### config.mk
export PLATFORM = sky130hd
export DESIGN_NAME = ots_top
export DESIGN_NICKNAME = d
export VERILOG_FILES = /design/src/design/ots_pkg.sv /design/src/design/ots_axil_slave.sv /design/src/design/ots_top.sv
export VERILOG_INCLUDE_DIRS = /design/src /design/src/design
export SDC_FILE = /design/constraint.sdc
export NUM_CORES = 1
export LEC_CHECK = 0
export ABC_AREA = 1
export BUFFER_PORTS_ARGS = -buffer_cell sky130_fd_sc_hd__buf_4
export CORE_ASPECT_RATIO = 2
export CORE_UTILIZATION = 55
export CTS_BUF_LIST = sky130_fd_sc_hd__clkbuf_4 sky130_fd_sc_hd__clkbuf_8
export CTS_CLUSTER_DIAMETER = 30
export DETAILED_ROUTE_END_ITERATION = 7
export GPL_TIMING_DRIVEN = 0
export HOLD_SLACK_MARGIN = 0.02
export PLACE_DENSITY = 0.91
export SYNTH_ARGS = -nofsm -noshare
export SYNTH_HDL_FRONTEND = slang
export SYNTH_SLANG_ARGS = --single-unit
### constraint.sdc
create_clock -name aclk -period 4 [get_ports aclk]
set_clock_uncertainty 0.1 [all_clocks]
set_input_delay 0.2 -clock aclk [delete_from_list [all_inputs] [get_ports aclk]]
set_output_delay 0.2 -clock aclk [all_outputs]
set_load 0.02 [all_outputs]
### src/design/ots_regs.svh
// Register map, field positions, reset values and timing constants
`ifndef OTS_REGS_SVH
`define OTS_REGS_SVH

// ****************************************************************
// Bus geometry
// ****************************************************************
`define OTS_AXI_AW 4
`define OTS_RESP_OKAY 2'b00
`define OTS_RESP_DECERR 2'b11

// ****************************************************************
// Register byte offsets
// ****************************************************************
`define OTS_REG_CTRL 4'h0
`define OTS_REG_STAT 4'h4
`define OTS_REG_MASK 4'h8
`define OTS_REG_LIVE 4'hc

// ****************************************************************
// Control register fields
// ****************************************************************
`define OTS_CTRL_CHG 0
`define OTS_CTRL_DSG 1
`define OTS_CTRL_AUTO_DIS 2
`define OTS_CTRL_FORCE 3
`define OTS_CTRL_INT_OFF 4
`define OTS_CTRL_EXT_OFF 5
`define OTS_CTRL_SEL_LO 8
`define OTS_CTRL_SEL_HI 11
`define OTS_CTRL_RST 32'h0000_0000
`define OTS_SEL_EXT_TEMP 4'h8
`define OTS_SEL_RST 4'h0

// ****************************************************************
// Status / mask fields, also the input synchroniser lanes
// ****************************************************************
`define OTS_ST_W 5
`define OTS_ST_IOT 0
`define OTS_ST_XOT 1
`define OTS_ST_COC 2
`define OTS_ST_DOC 3
`define OTS_ST_DSC 4
`define OTS_ST_RST 5'h00
`define OTS_SY_BELOW 0
`define OTS_SY_INT 1
`define OTS_SY_COC 2
`define OTS_SY_DOC 3
`define OTS_SY_DSC 4

// ****************************************************************
// Live state register fields
// ****************************************************************
`define OTS_LV_SUPPLY 0
`define OTS_LV_SHUT 1
`define OTS_LV_EXTFAIL 2
`define OTS_LV_SETTLED 3
`define OTS_LV_INTOT 4

// ****************************************************************
// Timing
// ****************************************************************
`define OTS_CLK_MHZ 25
`define OTS_SCAN_ON_US 5000
`define OTS_SCAN_PERIOD_US 640000
`define OTS_SETTLE_US 1000
`define OTS_CNT_W 24

`endif

### src/design/ots_pkg.sv
// Shared types and helper functions of the over-temperature scan block
`include "ots_regs.svh"

package ots_pkg;

  // Bus channel phase
  typedef enum logic {
    OTS_PH_IDLE = 1'b0,
    OTS_PH_RESP = 1'b1
  } ots_ph_t;

  typedef logic [`OTS_CNT_W-1:0] ots_cnt_t;

  // Bus slave state
  typedef struct packed {
    ots_ph_t wph;
    ots_ph_t rph;
    logic aw_ok;
    logic w_ok;
    logic [`OTS_AXI_AW-1:0] waddr;
    logic [31:0] wdata;
    logic [3:0] wstrb;
    logic [1:0] bresp;
    logic [31:0] rdata;
    logic [1:0] rresp;
  } ots_axs_t;

  // Core state
  typedef struct packed {
    logic [`OTS_ST_W-1:0] sync1;
    logic [`OTS_ST_W-1:0] sync2;
    logic chg_ctl;
    logic dsg_ctl;
    logic auto_dis;
    logic force_on;
    logic int_off;
    logic ext_off;
    logic [3:0] sel;
    logic [`OTS_ST_W-1:0] status;
    logic [`OTS_ST_W-1:0] mask;
    ots_cnt_t scan_cnt;
    ots_cnt_t settle_cnt;
    logic supply;
    logic settled;
    logic ext_fail;
    logic chg_out;
    logic dsg_out;
    logic route_ext;
    logic irq;
  } ots_core_t;

  // Address decode shared by write and read paths
  function automatic logic ots_addr_hit(input logic [`OTS_AXI_AW-1:0] a);
    ots_addr_hit = (a == `OTS_REG_CTRL) || (a == `OTS_REG_STAT) ||
                   (a == `OTS_REG_MASK) || (a == `OTS_REG_LIVE);
  endfunction

  // Byte-lane merge of a write into an old word
  function automatic logic [31:0] ots_merge(input logic [31:0] old_v,
                                            input logic [31:0] new_v,
                                            input logic [3:0] strb);
    logic [31:0] m;
    m = {{8{strb[3]}}, {8{strb[2]}}, {8{strb[1]}}, {8{strb[0]}}};
    ots_merge = (old_v & ~m) | (new_v & m);
  endfunction

endpackage

### src/design/ots_axil_slave.sv
// AXI4-Lite slave front end: channel handshakes, one write strobe
`timescale 1ns/1ps
`include "ots_regs.svh"

module ots_axil_slave
  import ots_pkg::*;
(
  input wire logic aclk,
  input wire logic aresetn,
  input wire logic [`OTS_AXI_AW-1:0] s_axi_awaddr,
  input wire logic s_axi_awvalid,
  output logic s_axi_awready,
  input wire logic [31:0] s_axi_wdata,
  input wire logic [3:0] s_axi_wstrb,
  input wire logic s_axi_wvalid,
  output logic s_axi_wready,
  output logic [1:0] s_axi_bresp,
  output logic s_axi_bvalid,
  input wire logic s_axi_bready,
  input wire logic [`OTS_AXI_AW-1:0] s_axi_araddr,
  input wire logic s_axi_arvalid,
  output logic s_axi_arready,
  output logic [31:0] s_axi_rdata,
  output logic [1:0] s_axi_rresp,
  output logic s_axi_rvalid,
  input wire logic s_axi_rready,
  output logic reg_wr_en,
  output logic [`OTS_AXI_AW-1:0] reg_wr_addr,
  output logic [31:0] reg_wr_data,
  output logic [3:0] reg_wr_strb,
  output logic [`OTS_AXI_AW-1:0] reg_rd_addr,
  input wire logic [31:0] reg_rd_data
);

  ots_axs_t s_q;
  ots_axs_t s_d;

  // ****************************************************************
  // Handshake outputs
  // ****************************************************************
  // Each channel is held off while its item waits for its partner
  assign s_axi_awready = (s_q.wph == OTS_PH_IDLE) && !s_q.aw_ok;
  assign s_axi_wready = (s_q.wph == OTS_PH_IDLE) && !s_q.w_ok;
  assign s_axi_bvalid = (s_q.wph == OTS_PH_RESP);
  assign s_axi_bresp = s_q.bresp;
  assign s_axi_arready = (s_q.rph == OTS_PH_IDLE);
  assign s_axi_rvalid = (s_q.rph == OTS_PH_RESP);
  assign s_axi_rdata = s_q.rdata;
  assign s_axi_rresp = s_q.rresp;
  assign reg_wr_en = (s_q.wph == OTS_PH_IDLE) && s_q.aw_ok && s_q.w_ok;
  assign reg_wr_addr = s_q.waddr;
  assign reg_wr_data = s_q.wdata;
  assign reg_wr_strb = s_q.wstrb;
  assign reg_rd_addr = s_axi_araddr;

  // ****************************************************************
  // Next state
  // ****************************************************************
  // Write path: collect both halves in any order, commit, respond
  always_comb begin
    s_d = s_q;
    unique case (s_q.wph)
      OTS_PH_IDLE: begin
        if (s_axi_awvalid && s_axi_awready) begin
          s_d.aw_ok = 1'b1;
          s_d.waddr = s_axi_awaddr;
        end
        if (s_axi_wvalid && s_axi_wready) begin
          s_d.w_ok = 1'b1;
          s_d.wdata = s_axi_wdata;
          s_d.wstrb = s_axi_wstrb;
        end
        if (reg_wr_en) begin
          s_d.aw_ok = 1'b0;
          s_d.w_ok = 1'b0;
          s_d.wph = OTS_PH_RESP;
          s_d.bresp = ots_addr_hit(s_q.waddr) ? `OTS_RESP_OKAY :
                                                `OTS_RESP_DECERR;
        end
      end
      OTS_PH_RESP: begin
        if (s_axi_bready) begin
          s_d.wph = OTS_PH_IDLE;
        end
      end
    endcase
    // Read path: data is captured when the address is taken
    unique case (s_q.rph)
      OTS_PH_IDLE: begin
        if (s_axi_arvalid) begin
          s_d.rph = OTS_PH_RESP;
          s_d.rdata = ots_addr_hit(s_axi_araddr) ? reg_rd_data : 32'h0;
          s_d.rresp = ots_addr_hit(s_axi_araddr) ? `OTS_RESP_OKAY :
                                                   `OTS_RESP_DECERR;
        end
      end
      OTS_PH_RESP: begin
        if (s_axi_rready) begin
          s_d.rph = OTS_PH_IDLE;
        end
      end
    endcase
  end

  // State register
  always_ff @(posedge aclk) begin
    if (!aresetn) begin
      s_q <= '0;
    end else begin
      s_q <= s_d;
    end
  end

endmodule

### src/design/ots_top.sv
// Thermistor scan, over-temperature shutdown and monitor select core
// Functional notes
// - Auto scan: supply on 5 ms per 640 ms
// - Wait 1 ms settling before comparing
// - Below reference after settling flags external fail
// - External select keeps supply on, routes sense
// - External select detects only after 1 ms
// - Disable bit stops auto scan only
// - Auto and manual scans coexist undisturbed
// - Force bit keeps supply permanently on
// - Overtemp turns switches off, sets flag
// - Switches held off until temperature recovers
// - Switch writes ignored during shutdown
// - Internal response disable blocks internal shutdown
// - External response disable blocks external shutdown
// - Select field routes chosen monitor quantity
// - Overcurrent flags also turn supply on
// - Protection shutdown clears switch control bits
`timescale 1ns/1ps
`include "ots_regs.svh"

module ots_top
  import ots_pkg::*;
#(
  parameter int SCAN_ON_CYC = `OTS_SCAN_ON_US * `OTS_CLK_MHZ,
  parameter int SCAN_PERIOD_CYC = `OTS_SCAN_PERIOD_US * `OTS_CLK_MHZ,
  parameter int SETTLE_CYC = `OTS_SETTLE_US * `OTS_CLK_MHZ
)(
  input wire logic aclk,
  input wire logic aresetn,
  input wire logic [`OTS_AXI_AW-1:0] s_axi_awaddr,
  input wire logic s_axi_awvalid,
  output logic s_axi_awready,
  input wire logic [31:0] s_axi_wdata,
  input wire logic [3:0] s_axi_wstrb,
  input wire logic s_axi_wvalid,
  output logic s_axi_wready,
  output logic [1:0] s_axi_bresp,
  output logic s_axi_bvalid,
  input wire logic s_axi_bready,
  input wire logic [`OTS_AXI_AW-1:0] s_axi_araddr,
  input wire logic s_axi_arvalid,
  output logic s_axi_arready,
  output logic [31:0] s_axi_rdata,
  output logic [1:0] s_axi_rresp,
  output logic s_axi_rvalid,
  input wire logic s_axi_rready,
  input wire logic thermistor_sense_below,
  input wire logic internal_overtemp_in,
  input wire logic charge_overcurrent_in,
  input wire logic discharge_overcurrent_in,
  input wire logic short_circuit_in,
  output logic thermistor_supply_out,
  output logic [3:0] monitor_select_field,
  output logic monitor_route_ext_temp,
  output logic charge_switch_out,
  output logic discharge_switch_out,
  output logic irq
);

  // ****************************************************************
  // Derived counts
  // ****************************************************************
  localparam ots_cnt_t ON_LAST = ots_cnt_t'(SCAN_ON_CYC - 1);
  localparam ots_cnt_t PER_LAST = ots_cnt_t'(SCAN_PERIOD_CYC - 1);
  localparam ots_cnt_t SET_LAST = ots_cnt_t'(SETTLE_CYC - 1);

  ots_core_t c_q;
  ots_core_t c_d;
  logic wr_en;
  logic [`OTS_AXI_AW-1:0] wr_addr;
  logic [31:0] wr_data;
  logic [3:0] wr_strb;
  logic [`OTS_AXI_AW-1:0] rd_addr;
  logic [31:0] rd_data;
  logic [31:0] ctrl_word;
  logic [31:0] ctrl_new;
  logic [31:0] mask_new;
  logic [`OTS_ST_W-1:0] st_clr;
  logic [`OTS_ST_W-1:0] st_set;
  logic auto_win;
  logic ext_sel;
  logic oc_any;
  logic supply_req;
  logic int_ot;
  logic shut;

  // ****************************************************************
  // Register bus slave
  // ****************************************************************
  ots_axil_slave u_bus (
    .aclk(aclk),
    .aresetn(aresetn),
    .s_axi_awaddr(s_axi_awaddr),
    .s_axi_awvalid(s_axi_awvalid),
    .s_axi_awready(s_axi_awready),
    .s_axi_wdata(s_axi_wdata),
    .s_axi_wstrb(s_axi_wstrb),
    .s_axi_wvalid(s_axi_wvalid),
    .s_axi_wready(s_axi_wready),
    .s_axi_bresp(s_axi_bresp),
    .s_axi_bvalid(s_axi_bvalid),
    .s_axi_bready(s_axi_bready),
    .s_axi_araddr(s_axi_araddr),
    .s_axi_arvalid(s_axi_arvalid),
    .s_axi_arready(s_axi_arready),
    .s_axi_rdata(s_axi_rdata),
    .s_axi_rresp(s_axi_rresp),
    .s_axi_rvalid(s_axi_rvalid),
    .s_axi_rready(s_axi_rready),
    .reg_wr_en(wr_en),
    .reg_wr_addr(wr_addr),
    .reg_wr_data(wr_data),
    .reg_wr_strb(wr_strb),
    .reg_rd_addr(rd_addr),
    .reg_rd_data(rd_data)
  );

  // ****************************************************************
  // Register views
  // ****************************************************************
  // Control word as software sees it
  always_comb begin
    ctrl_word = `OTS_CTRL_RST;
    ctrl_word[`OTS_CTRL_CHG] = c_q.chg_ctl;
    ctrl_word[`OTS_CTRL_DSG] = c_q.dsg_ctl;
    ctrl_word[`OTS_CTRL_AUTO_DIS] = c_q.auto_dis;
    ctrl_word[`OTS_CTRL_FORCE] = c_q.force_on;
    ctrl_word[`OTS_CTRL_INT_OFF] = c_q.int_off;
    ctrl_word[`OTS_CTRL_EXT_OFF] = c_q.ext_off;
    ctrl_word[`OTS_CTRL_SEL_HI:`OTS_CTRL_SEL_LO] = c_q.sel;
  end

  // Read mux; unmapped offsets are answered by the slave
  always_comb begin
    rd_data = 32'h0;
    unique case (rd_addr)
      `OTS_REG_CTRL: rd_data = ctrl_word;
      `OTS_REG_STAT: rd_data[`OTS_ST_W-1:0] = c_q.status;
      `OTS_REG_MASK: rd_data[`OTS_ST_W-1:0] = c_q.mask;
      `OTS_REG_LIVE: begin
        rd_data[`OTS_LV_SUPPLY] = c_q.supply;
        rd_data[`OTS_LV_SHUT] = shut;
        rd_data[`OTS_LV_EXTFAIL] = c_q.ext_fail;
        rd_data[`OTS_LV_SETTLED] = c_q.settled;
        rd_data[`OTS_LV_INTOT] = int_ot;
      end
      default: rd_data = 32'h0;
    endcase
  end

  // Byte-merged write values
  assign ctrl_new = ots_merge(ctrl_word, wr_data, wr_strb);
  assign mask_new = ots_merge({{(32-`OTS_ST_W){1'b0}}, c_q.mask},
                              wr_data, wr_strb);

  // ****************************************************************
  // Supply requests and protection levels
  // ****************************************************************
  // Auto window is the first part of each period
  assign auto_win = !c_q.auto_dis && (c_q.scan_cnt <= ON_LAST);
  assign ext_sel = (c_q.sel == `OTS_SEL_EXT_TEMP);
  assign oc_any = c_q.status[`OTS_ST_COC] | c_q.status[`OTS_ST_DOC] |
                  c_q.status[`OTS_ST_DSC];
  // Any one source is enough, so sources never disturb each other
  assign supply_req = auto_win | ext_sel | c_q.force_on | oc_any;
  assign int_ot = c_q.sync2[`OTS_SY_INT];
  // Shutdown is a level: it lasts while a trip condition persists
  assign shut = (int_ot && !c_q.int_off) ||
                (c_q.ext_fail && !c_q.ext_off);

  // Status: hardware set wins over a same-cycle write-one clear
  assign st_set = {c_q.sync2[`OTS_SY_DSC], c_q.sync2[`OTS_SY_DOC],
                   c_q.sync2[`OTS_SY_COC], c_q.ext_fail, int_ot};
  assign st_clr = (wr_en && wr_addr == `OTS_REG_STAT) ?
                  (wr_data[`OTS_ST_W-1:0] &
                   {{(`OTS_ST_W-1){wr_strb[0]}}, wr_strb[0]}) :
                  `OTS_ST_RST;

  // ****************************************************************
  // Next state
  // ****************************************************************
  always_comb begin
    c_d = c_q;
    // Two-stage synchronisers for pin inputs
    c_d.sync1 = {short_circuit_in, discharge_overcurrent_in,
                 charge_overcurrent_in, internal_overtemp_in,
                 thermistor_sense_below};
    c_d.sync2 = c_q.sync1;
    // Period counter idles at zero while the auto scan is off
    if (c_q.auto_dis) begin
      c_d.scan_cnt = '0;
    end else if (c_q.scan_cnt >= PER_LAST) begin
      c_d.scan_cnt = '0;
    end else begin
      c_d.scan_cnt = c_q.scan_cnt + ots_cnt_t'(1);
    end
    c_d.supply = supply_req;
    // Settling timer restarts only when the supply truly goes off
    if (!c_q.supply) begin
      c_d.settle_cnt = '0;
      c_d.settled = 1'b0;
    end else if (c_q.settle_cnt >= SET_LAST) begin
      c_d.settled = 1'b1;
    end else begin
      c_d.settle_cnt = c_q.settle_cnt + ots_cnt_t'(1);
    end
    // Compare only on a settled supply; hold between scans
    if (c_q.settled) begin
      c_d.ext_fail = c_q.sync2[`OTS_SY_BELOW];
    end
    // Control register writes
    if (wr_en && wr_addr == `OTS_REG_CTRL) begin
      if (!shut) begin
        c_d.chg_ctl = ctrl_new[`OTS_CTRL_CHG];
        c_d.dsg_ctl = ctrl_new[`OTS_CTRL_DSG];
      end
      c_d.auto_dis = ctrl_new[`OTS_CTRL_AUTO_DIS];
      c_d.force_on = ctrl_new[`OTS_CTRL_FORCE];
      c_d.int_off = ctrl_new[`OTS_CTRL_INT_OFF];
      c_d.ext_off = ctrl_new[`OTS_CTRL_EXT_OFF];
      c_d.sel = ctrl_new[`OTS_CTRL_SEL_HI:`OTS_CTRL_SEL_LO];
    end
    if (wr_en && wr_addr == `OTS_REG_MASK) begin
      c_d.mask = mask_new[`OTS_ST_W-1:0];
    end
    // A protection shutdown clears the software switch bits
    if (shut) begin
      c_d.chg_ctl = 1'b0;
      c_d.dsg_ctl = 1'b0;
    end
    c_d.status = (c_q.status & ~st_clr) | st_set;
    // Outputs follow from the next state so they line up
    c_d.chg_out = c_d.chg_ctl && !shut;
    c_d.dsg_out = c_d.dsg_ctl && !shut;
    c_d.route_ext = (c_d.sel == `OTS_SEL_EXT_TEMP);
    c_d.irq = |(c_d.status & c_d.mask);
  end

  // State register
  always_ff @(posedge aclk) begin
    if (!aresetn) begin
      c_q <= '0;
    end else begin
      c_q <= c_d;
    end
  end

  // ****************************************************************
  // Outputs
  // ****************************************************************
  assign thermistor_supply_out = c_q.supply;
  assign monitor_select_field = c_q.sel;
  assign monitor_route_ext_temp = c_q.route_ext;
  assign charge_switch_out = c_q.chg_out;
  assign discharge_switch_out = c_q.dsg_out;
  assign irq = c_q.irq;
endmodule

== Word-level counts from Yosys, hierarchy flattened ==
Cells that the tools add are included.

* Add/subtract/negate cells: 2
* Multipliers: 0
* Divide/modulo/power cells: 0
* Magnitude comparators: 3
* Equality and inequality tests: 8
* Shifts and indexed selects: 0
* Multiplexer cells: 19
* Bitwise operators: 19
* Reduce and logical (&&, ||, !) cells: 40

{| class="wikitable"
|+ Operators with widths
! cell !! number
|-
| 24-bit by 1-bit adder with 24-bit output, second input constant || 2
|-
| 12-bit bitwise AND || 2
|-
| 4-bit equality test, second input constant || 6
|-
| 24-bit by 15-bit greater-or-equal comparator with 1-bit output, second input constant || 1
|-
| 24-bit greater-or-equal comparator, second input constant || 1
|-
| 24-bit by 17-bit <= comparator with 1-bit output, second input constant || 1
|-
| 5-bit bitwise AND || 4
|-
| 5-bit one-hot mux with 4 select lines || 1
|-
| 1-bit logical AND || 14
|-
| 2-bit AND reduction || 7
|-
| 12-bit 2-to-1 mux || 1
|-
| 12-bit NOT || 1
|-
| 12-bit OR || 1
|-
| 10-bit 2-to-1 mux || 1
|-
| 2-bit 2-to-1 mux || 5
|-
| 5-bit 2-to-1 mux || 2
|-
| 5-bit OR || 2
|-
| 4-bit by 3-bit equality test with 1-bit output, second input constant || 2
|-
| 4-bit zero test || 2
|-
| 1-bit logical OR || 7
|-
| 7-bit 2-to-1 mux || 1
|-
| 1-bit zero test || 6
|-
| 1-bit 2-to-1 mux || 6
|-
| 5-bit NOT || 1
|-
| other kinds (6) || 14
|}

* Register bits after elaboration: 143
* Latch bits: 0
* Bits in writable memories: 0
* Bits in read-only memories: 0
* Bits of input ports: 56
* Output and inout bits: 50
* Logic and storage cells: 121
* Memories kept: 0

== Longest topological paths before layout ==
* Depth after elaboration: 10
* Mapped depth: 10
* Mapped depth without buffers: 10

== Cells and area by module ==
Synthesis repeated with hierarchy kept, for this count alone.

* Cells, all modules: 1080
* Area total of the unflattened synthesis: 7997.7 µm²

{| class="wikitable"
|+ Modules (own cells, without submodules)
! module !! instances !! cells each !! area an instance (µm²) !! seq. area each (µm²)
|-
| ots_top || 1 || 605 || 4289.1 || 1661.6
|-
| ots_axil_slave || 1 || 475 || 3708.6 || 1561.5
|}

== Worst setup path after synthesis ==
Ideal clock, no wire load.

* Path kind: register to register
* From: register c_q[31] (netlist name)
* To: register c_q[31] (netlist name)
* Setup time: 117 ps
* Arrival time: 1366 ps
* Setup slack: 2417 ps
* Stages on the path, launching flop included: 9
* Buffers on the path: 1
* Clock period less this slack: 1583 ps
* Path through: dfxtp_1 -> ha_1 -> nand2_1 -> nor2_2 -> nand2_1 -> nand3b_1 -> nand4_2 -> buf_6 -> nor2_1

* Longest elaborated chain between the ends: 2
* Elaborated cells between the ends (all ways): 3
* Those cells by class: add/sub (1); order compare (1); reduce/logical (1)

{| class="wikitable"
|+ Ends and longest elaborated chain
! item !! line !! text
|-
| from (decl) || ots_top.sv:68 || <nowiki>ots_core_t c_q;</nowiki>
|-
| from (signal assigned) || ots_top.sv:243 || <nowiki>c_q <= '0;</nowiki>
|-
| from (signal assigned) || ots_top.sv:245 || <nowiki>c_q <= c_d;</nowiki>
|-
| 24-bit greater-or-equal comparator || ots_top.sv:193 || <nowiki>end else if (c_q.scan_cnt >= PER_LAST) begin</nowiki>
|-
| 3-bit OR reduction (no line) || - ||
|}

Parallel ways exist; a longest one is shown, timed or not.
A chain may end at the register's enable or synchronous reset.

== Worst setup path in the final report ==
* From: register c_q[31] (netlist name)
* To: register c_q[49] (netlist name)

Same word-level chain as after synthesis.

==> impl_metrics.env <==
export IMPL_status="finished, final reports clean"
export IMPL_seqPwrFrac_pct=45.4
export IMPL_start_kind="register"
export IMPL_start_util_pct=56.72
export IMPL_clk_pin_slew_ns=0.08
export IMPL_num_rows=51
export IMPL_p_int_mw=1.996
export IMPL_cts_buffers=17
export IMPL_antenna_found_initial=0
export IMPL_syn_mean_instance_area_um2=7.258
export IMPL_hold_buffers=23
export IMPL_clk_latency_ns=0.45
export IMPL_yosysSeqAreaShare_pct=41.57
export IMPL_layout_common_cells="nand2_1 (131), nor2_1 (116), dfxtp_1 (115)"
export IMPL_power_frac_clock_pct=45.2
export IMPL_worst_path_max_fanout=10
export IMPL_utilization_pct=70.65
export IMPL_final_common_cell="nand2_1"
export IMPL_grt_max_degree=17
export IMPL_max_freq_ghz=0.5238
export IMPL_diodes=0
export IMPL_yosysTopAreaCellShare_pct=41.57
export IMPL_grt_usage_pct=28.55
export IMPL_synth_area_um2=5538
export IMPL_yosys_area_top_type="dfxtp_1"
export IMPL_route_vias_total=5201
export IMPL_grt_pass1_wl_um=22520
export IMPL_finalHoldViolCount=0
export IMPL_viasPerCell=5.050
export IMPL_numClockSinks=115
export IMPL_end_kind="register"
export IMPL_drt_iter0_drc=331
export IMPL_critPathSlowestCell="dfxtp_1"
export IMPL_fin_crit_sh_pct=47.73
export IMPL_switchingPower_mw=0.6576
export IMPL_synth_ff_type="dfxtp_1"
export IMPL_crit_path_frequent_cell="nand2_1"
export IMPL_place_congestion=0.9401
export IMPL_dieHeight_um=143.9
export IMPL_crit_chain="ha_1 > nand2_1 > nor2_2 > nand2_1 > nand3b_1 > nand4_2 > buf_6 > nor2_1"
export IMPL_grt_pass1_vias=5076
export IMPL_synthCells=763
export IMPL_yosys_warnings=0
export IMPL_swShare_pct=24.78
export IMPL_whs_ns=0.05814
export IMPL_post_cts_buffers=0
export IMPL_htreeDepth=4
export IMPL_drv_slew=0
export IMPL_arrival_ns=2.14
export IMPL_dr_pass1_iters=5
export IMPL_worstPathRequired_ns=4.24
export IMPL_min_period_ns=1.909
export IMPL_pre_cts_slack_ns=2.128
export IMPL_critPathKind="reg2reg"
export IMPL_cts_path_max_buffers=2
export IMPL_finalSetupViolCount=0
export IMPL_cts_resized=0
export IMPL_final_layout_size_suffix_gt1_share_pct=19.38
export IMPL_finalPower_mw=2.654
export IMPL_timing_max_cap_violations=0
export IMPL_drc=0
export IMPL_peakVddDrop_mv=0.4049
export IMPL_core_um2=9763
export IMPL_ant_nets=0
export IMPL_io_pins=106
export IMPL_combPwrFrac_pct=9.4
export IMPL_rsz0062_at_grt="false"
export IMPL_worstHoldPathType="in2reg"
export IMPL_pwr_density_cell_nw_per_um2=384.7
export IMPL_portBuffers=59
export IMPL_p_leak_nw=2.916
export IMPL_slowest_delay_ns=0.40
export IMPL_area_delta_synth_final_pct=24.56
export IMPL_grt_overflow_total=0
export IMPL_synth_area_top_cells="dfxtp_1 (42%), nand2_1 (8.9%), nor2_1 (7.9%)"
export IMPL_die_w_um=72.96
export IMPL_synthArstFlopShare_pct=0
export IMPL_fin_ws_ns=2.091
export IMPL_die_area_um2=10500
export IMPL_tritoncts="done"
export IMPL_tightest_slew_ns=0.6679
export IMPL_slew_headroom_pct=55.48
export IMPL_tns_ns=0
export IMPL_ys_ff_latch=115
export IMPL_synth_enable_flop_cells=0
export IMPL_synth_cell_types=41
export IMPL_wl_um=14210
export IMPL_cts_root_buf="clkbuf_8"
export IMPL_finalNetCount=943
export IMPL_wl_per_cell_um=13.79
export IMPL_dp_hpwl_um=10080
## synth_stat cells (8+ instances only)
| cell | n |
|---|---|
| a21oi_1 | 44 |
| a21oi_2 | 8 |
| buf_4 | 41 |
| clkbuf_1 | 9 |
| dfxtp_1 | 115 |
| inv_1 | 91 |
| nand2_1 | 131 |
| nand3_1 | 50 |
| nand4_1 | 11 |
| nor2_1 | 116 |
| o21ai_0 | 49 |
| xnor2_1 | 9 |
| xor2_1 | 25 |
## metrics by stage
stage	instance area [um^2]	instances
after floorplan	5617	784
after global placement	6225	975
after detailed placement	6225	975
after CTS	6898	1030
after global routing	6898	1030
final	6898	1030
## power by group through the flow
stage / Combinational (mW) / Sequential (mW) / Clock (mW)
after floorplan: 0.152 / 1.22 / 0
after global placement: 0.220 / 1.23 / 0
after detailed placement: 0.225 / 1.23 / 0
after CTS: 0.244 / 1.20 / 1.20
after global routing: 0.274 / 1.21 / 1.24
final: 0.250 / 1.21 / 1.20
## per-layer routing
| metal | part of all wire (%) | track usage (%) |
|---|---|---|
| met3 | 4.1 | 6.241 |
| met1 | 36 | 25.61 |
| met2 | 55 | 54.25 |
| met4 | 5.3 | 19.92 |
| met5 | 0 | 0 |
## worst max-delay path, delay by kind of cell (launching register included)
family / cells / cell delay (ns)
adders and majority gates: 1 / 0.23
buffers and inverters: 1 / 0.18
DFF: 1 / 0.40
and+or+nand+nor: 6 / 0.90
## path summary, 6_finish.rpt
path / from / endpoint / slack (ns) / cells past startpoint
max reg2reg: c_q[31]$_SDFF_PP0_ / c_q[49]$_SDFF_PP0_ / 2.09 / 8
min: aresetn / u_bus.s_axi_rdata[3]$_SDFFE_PN0P_ / 0.06 / 3
max: c_q[31]$_SDFF_PP0_ / c_q[49]$_SDFF_PP0_ / 2.09 / 8
min reg2reg: c_d[77]$_SDFF_PN0_ / c_q[77]$_SDFF_PN0_ / 0.32 / 2
## flip-flops by register name, indices dropped and copies added (netlist names), named ones only
name,cells
monitor_route_ext_temp,1
u_bus.s_axi_bresp,1
c_q,67
u_bus.s_q,2
u_bus.reg_wr_strb,2
u_bus.reg_wr_data,10
u_bus.s_axi_rvalid,1
thermistor_supply_out,1
monitor_select_field,4
u_bus.s_axi_bvalid,1
u_bus.s_axi_rresp,1
u_bus.reg_wr_addr,4
irq,1
c_d,5
u_bus.s_axi_rdata,10
## cells by family after synthesis
| logic type | Yosys count | share of synthesized area, % |
|---|---|---|
| XOR/XNOR | 34 | 5.377 |
| AND/OR/NAND/NOR | 342 | 27.59 |
| flip-flops | 115 | 41.57 |
| adder cells (fa/ha/maj) | 2 | 0.4518 |
| other | 1 | 0.06772 |
| buffers and inverters | 156 | 13.85 |
| AO/OA/AOI/OAI | 113 | 11.09 |
## cell type report
cell class              count  area [um^2]
fillers                   767         2865
multi-input cells         513         2547
flip-flops and latches    115         2302
repair buffers             82        673.1
plain buffers              57        395.4
inverters                  99        371.6
clock buffers              19        261.5
clock inverters            13        181.4
well taps                 132        165.2
(Power assumes the default switching activity.)
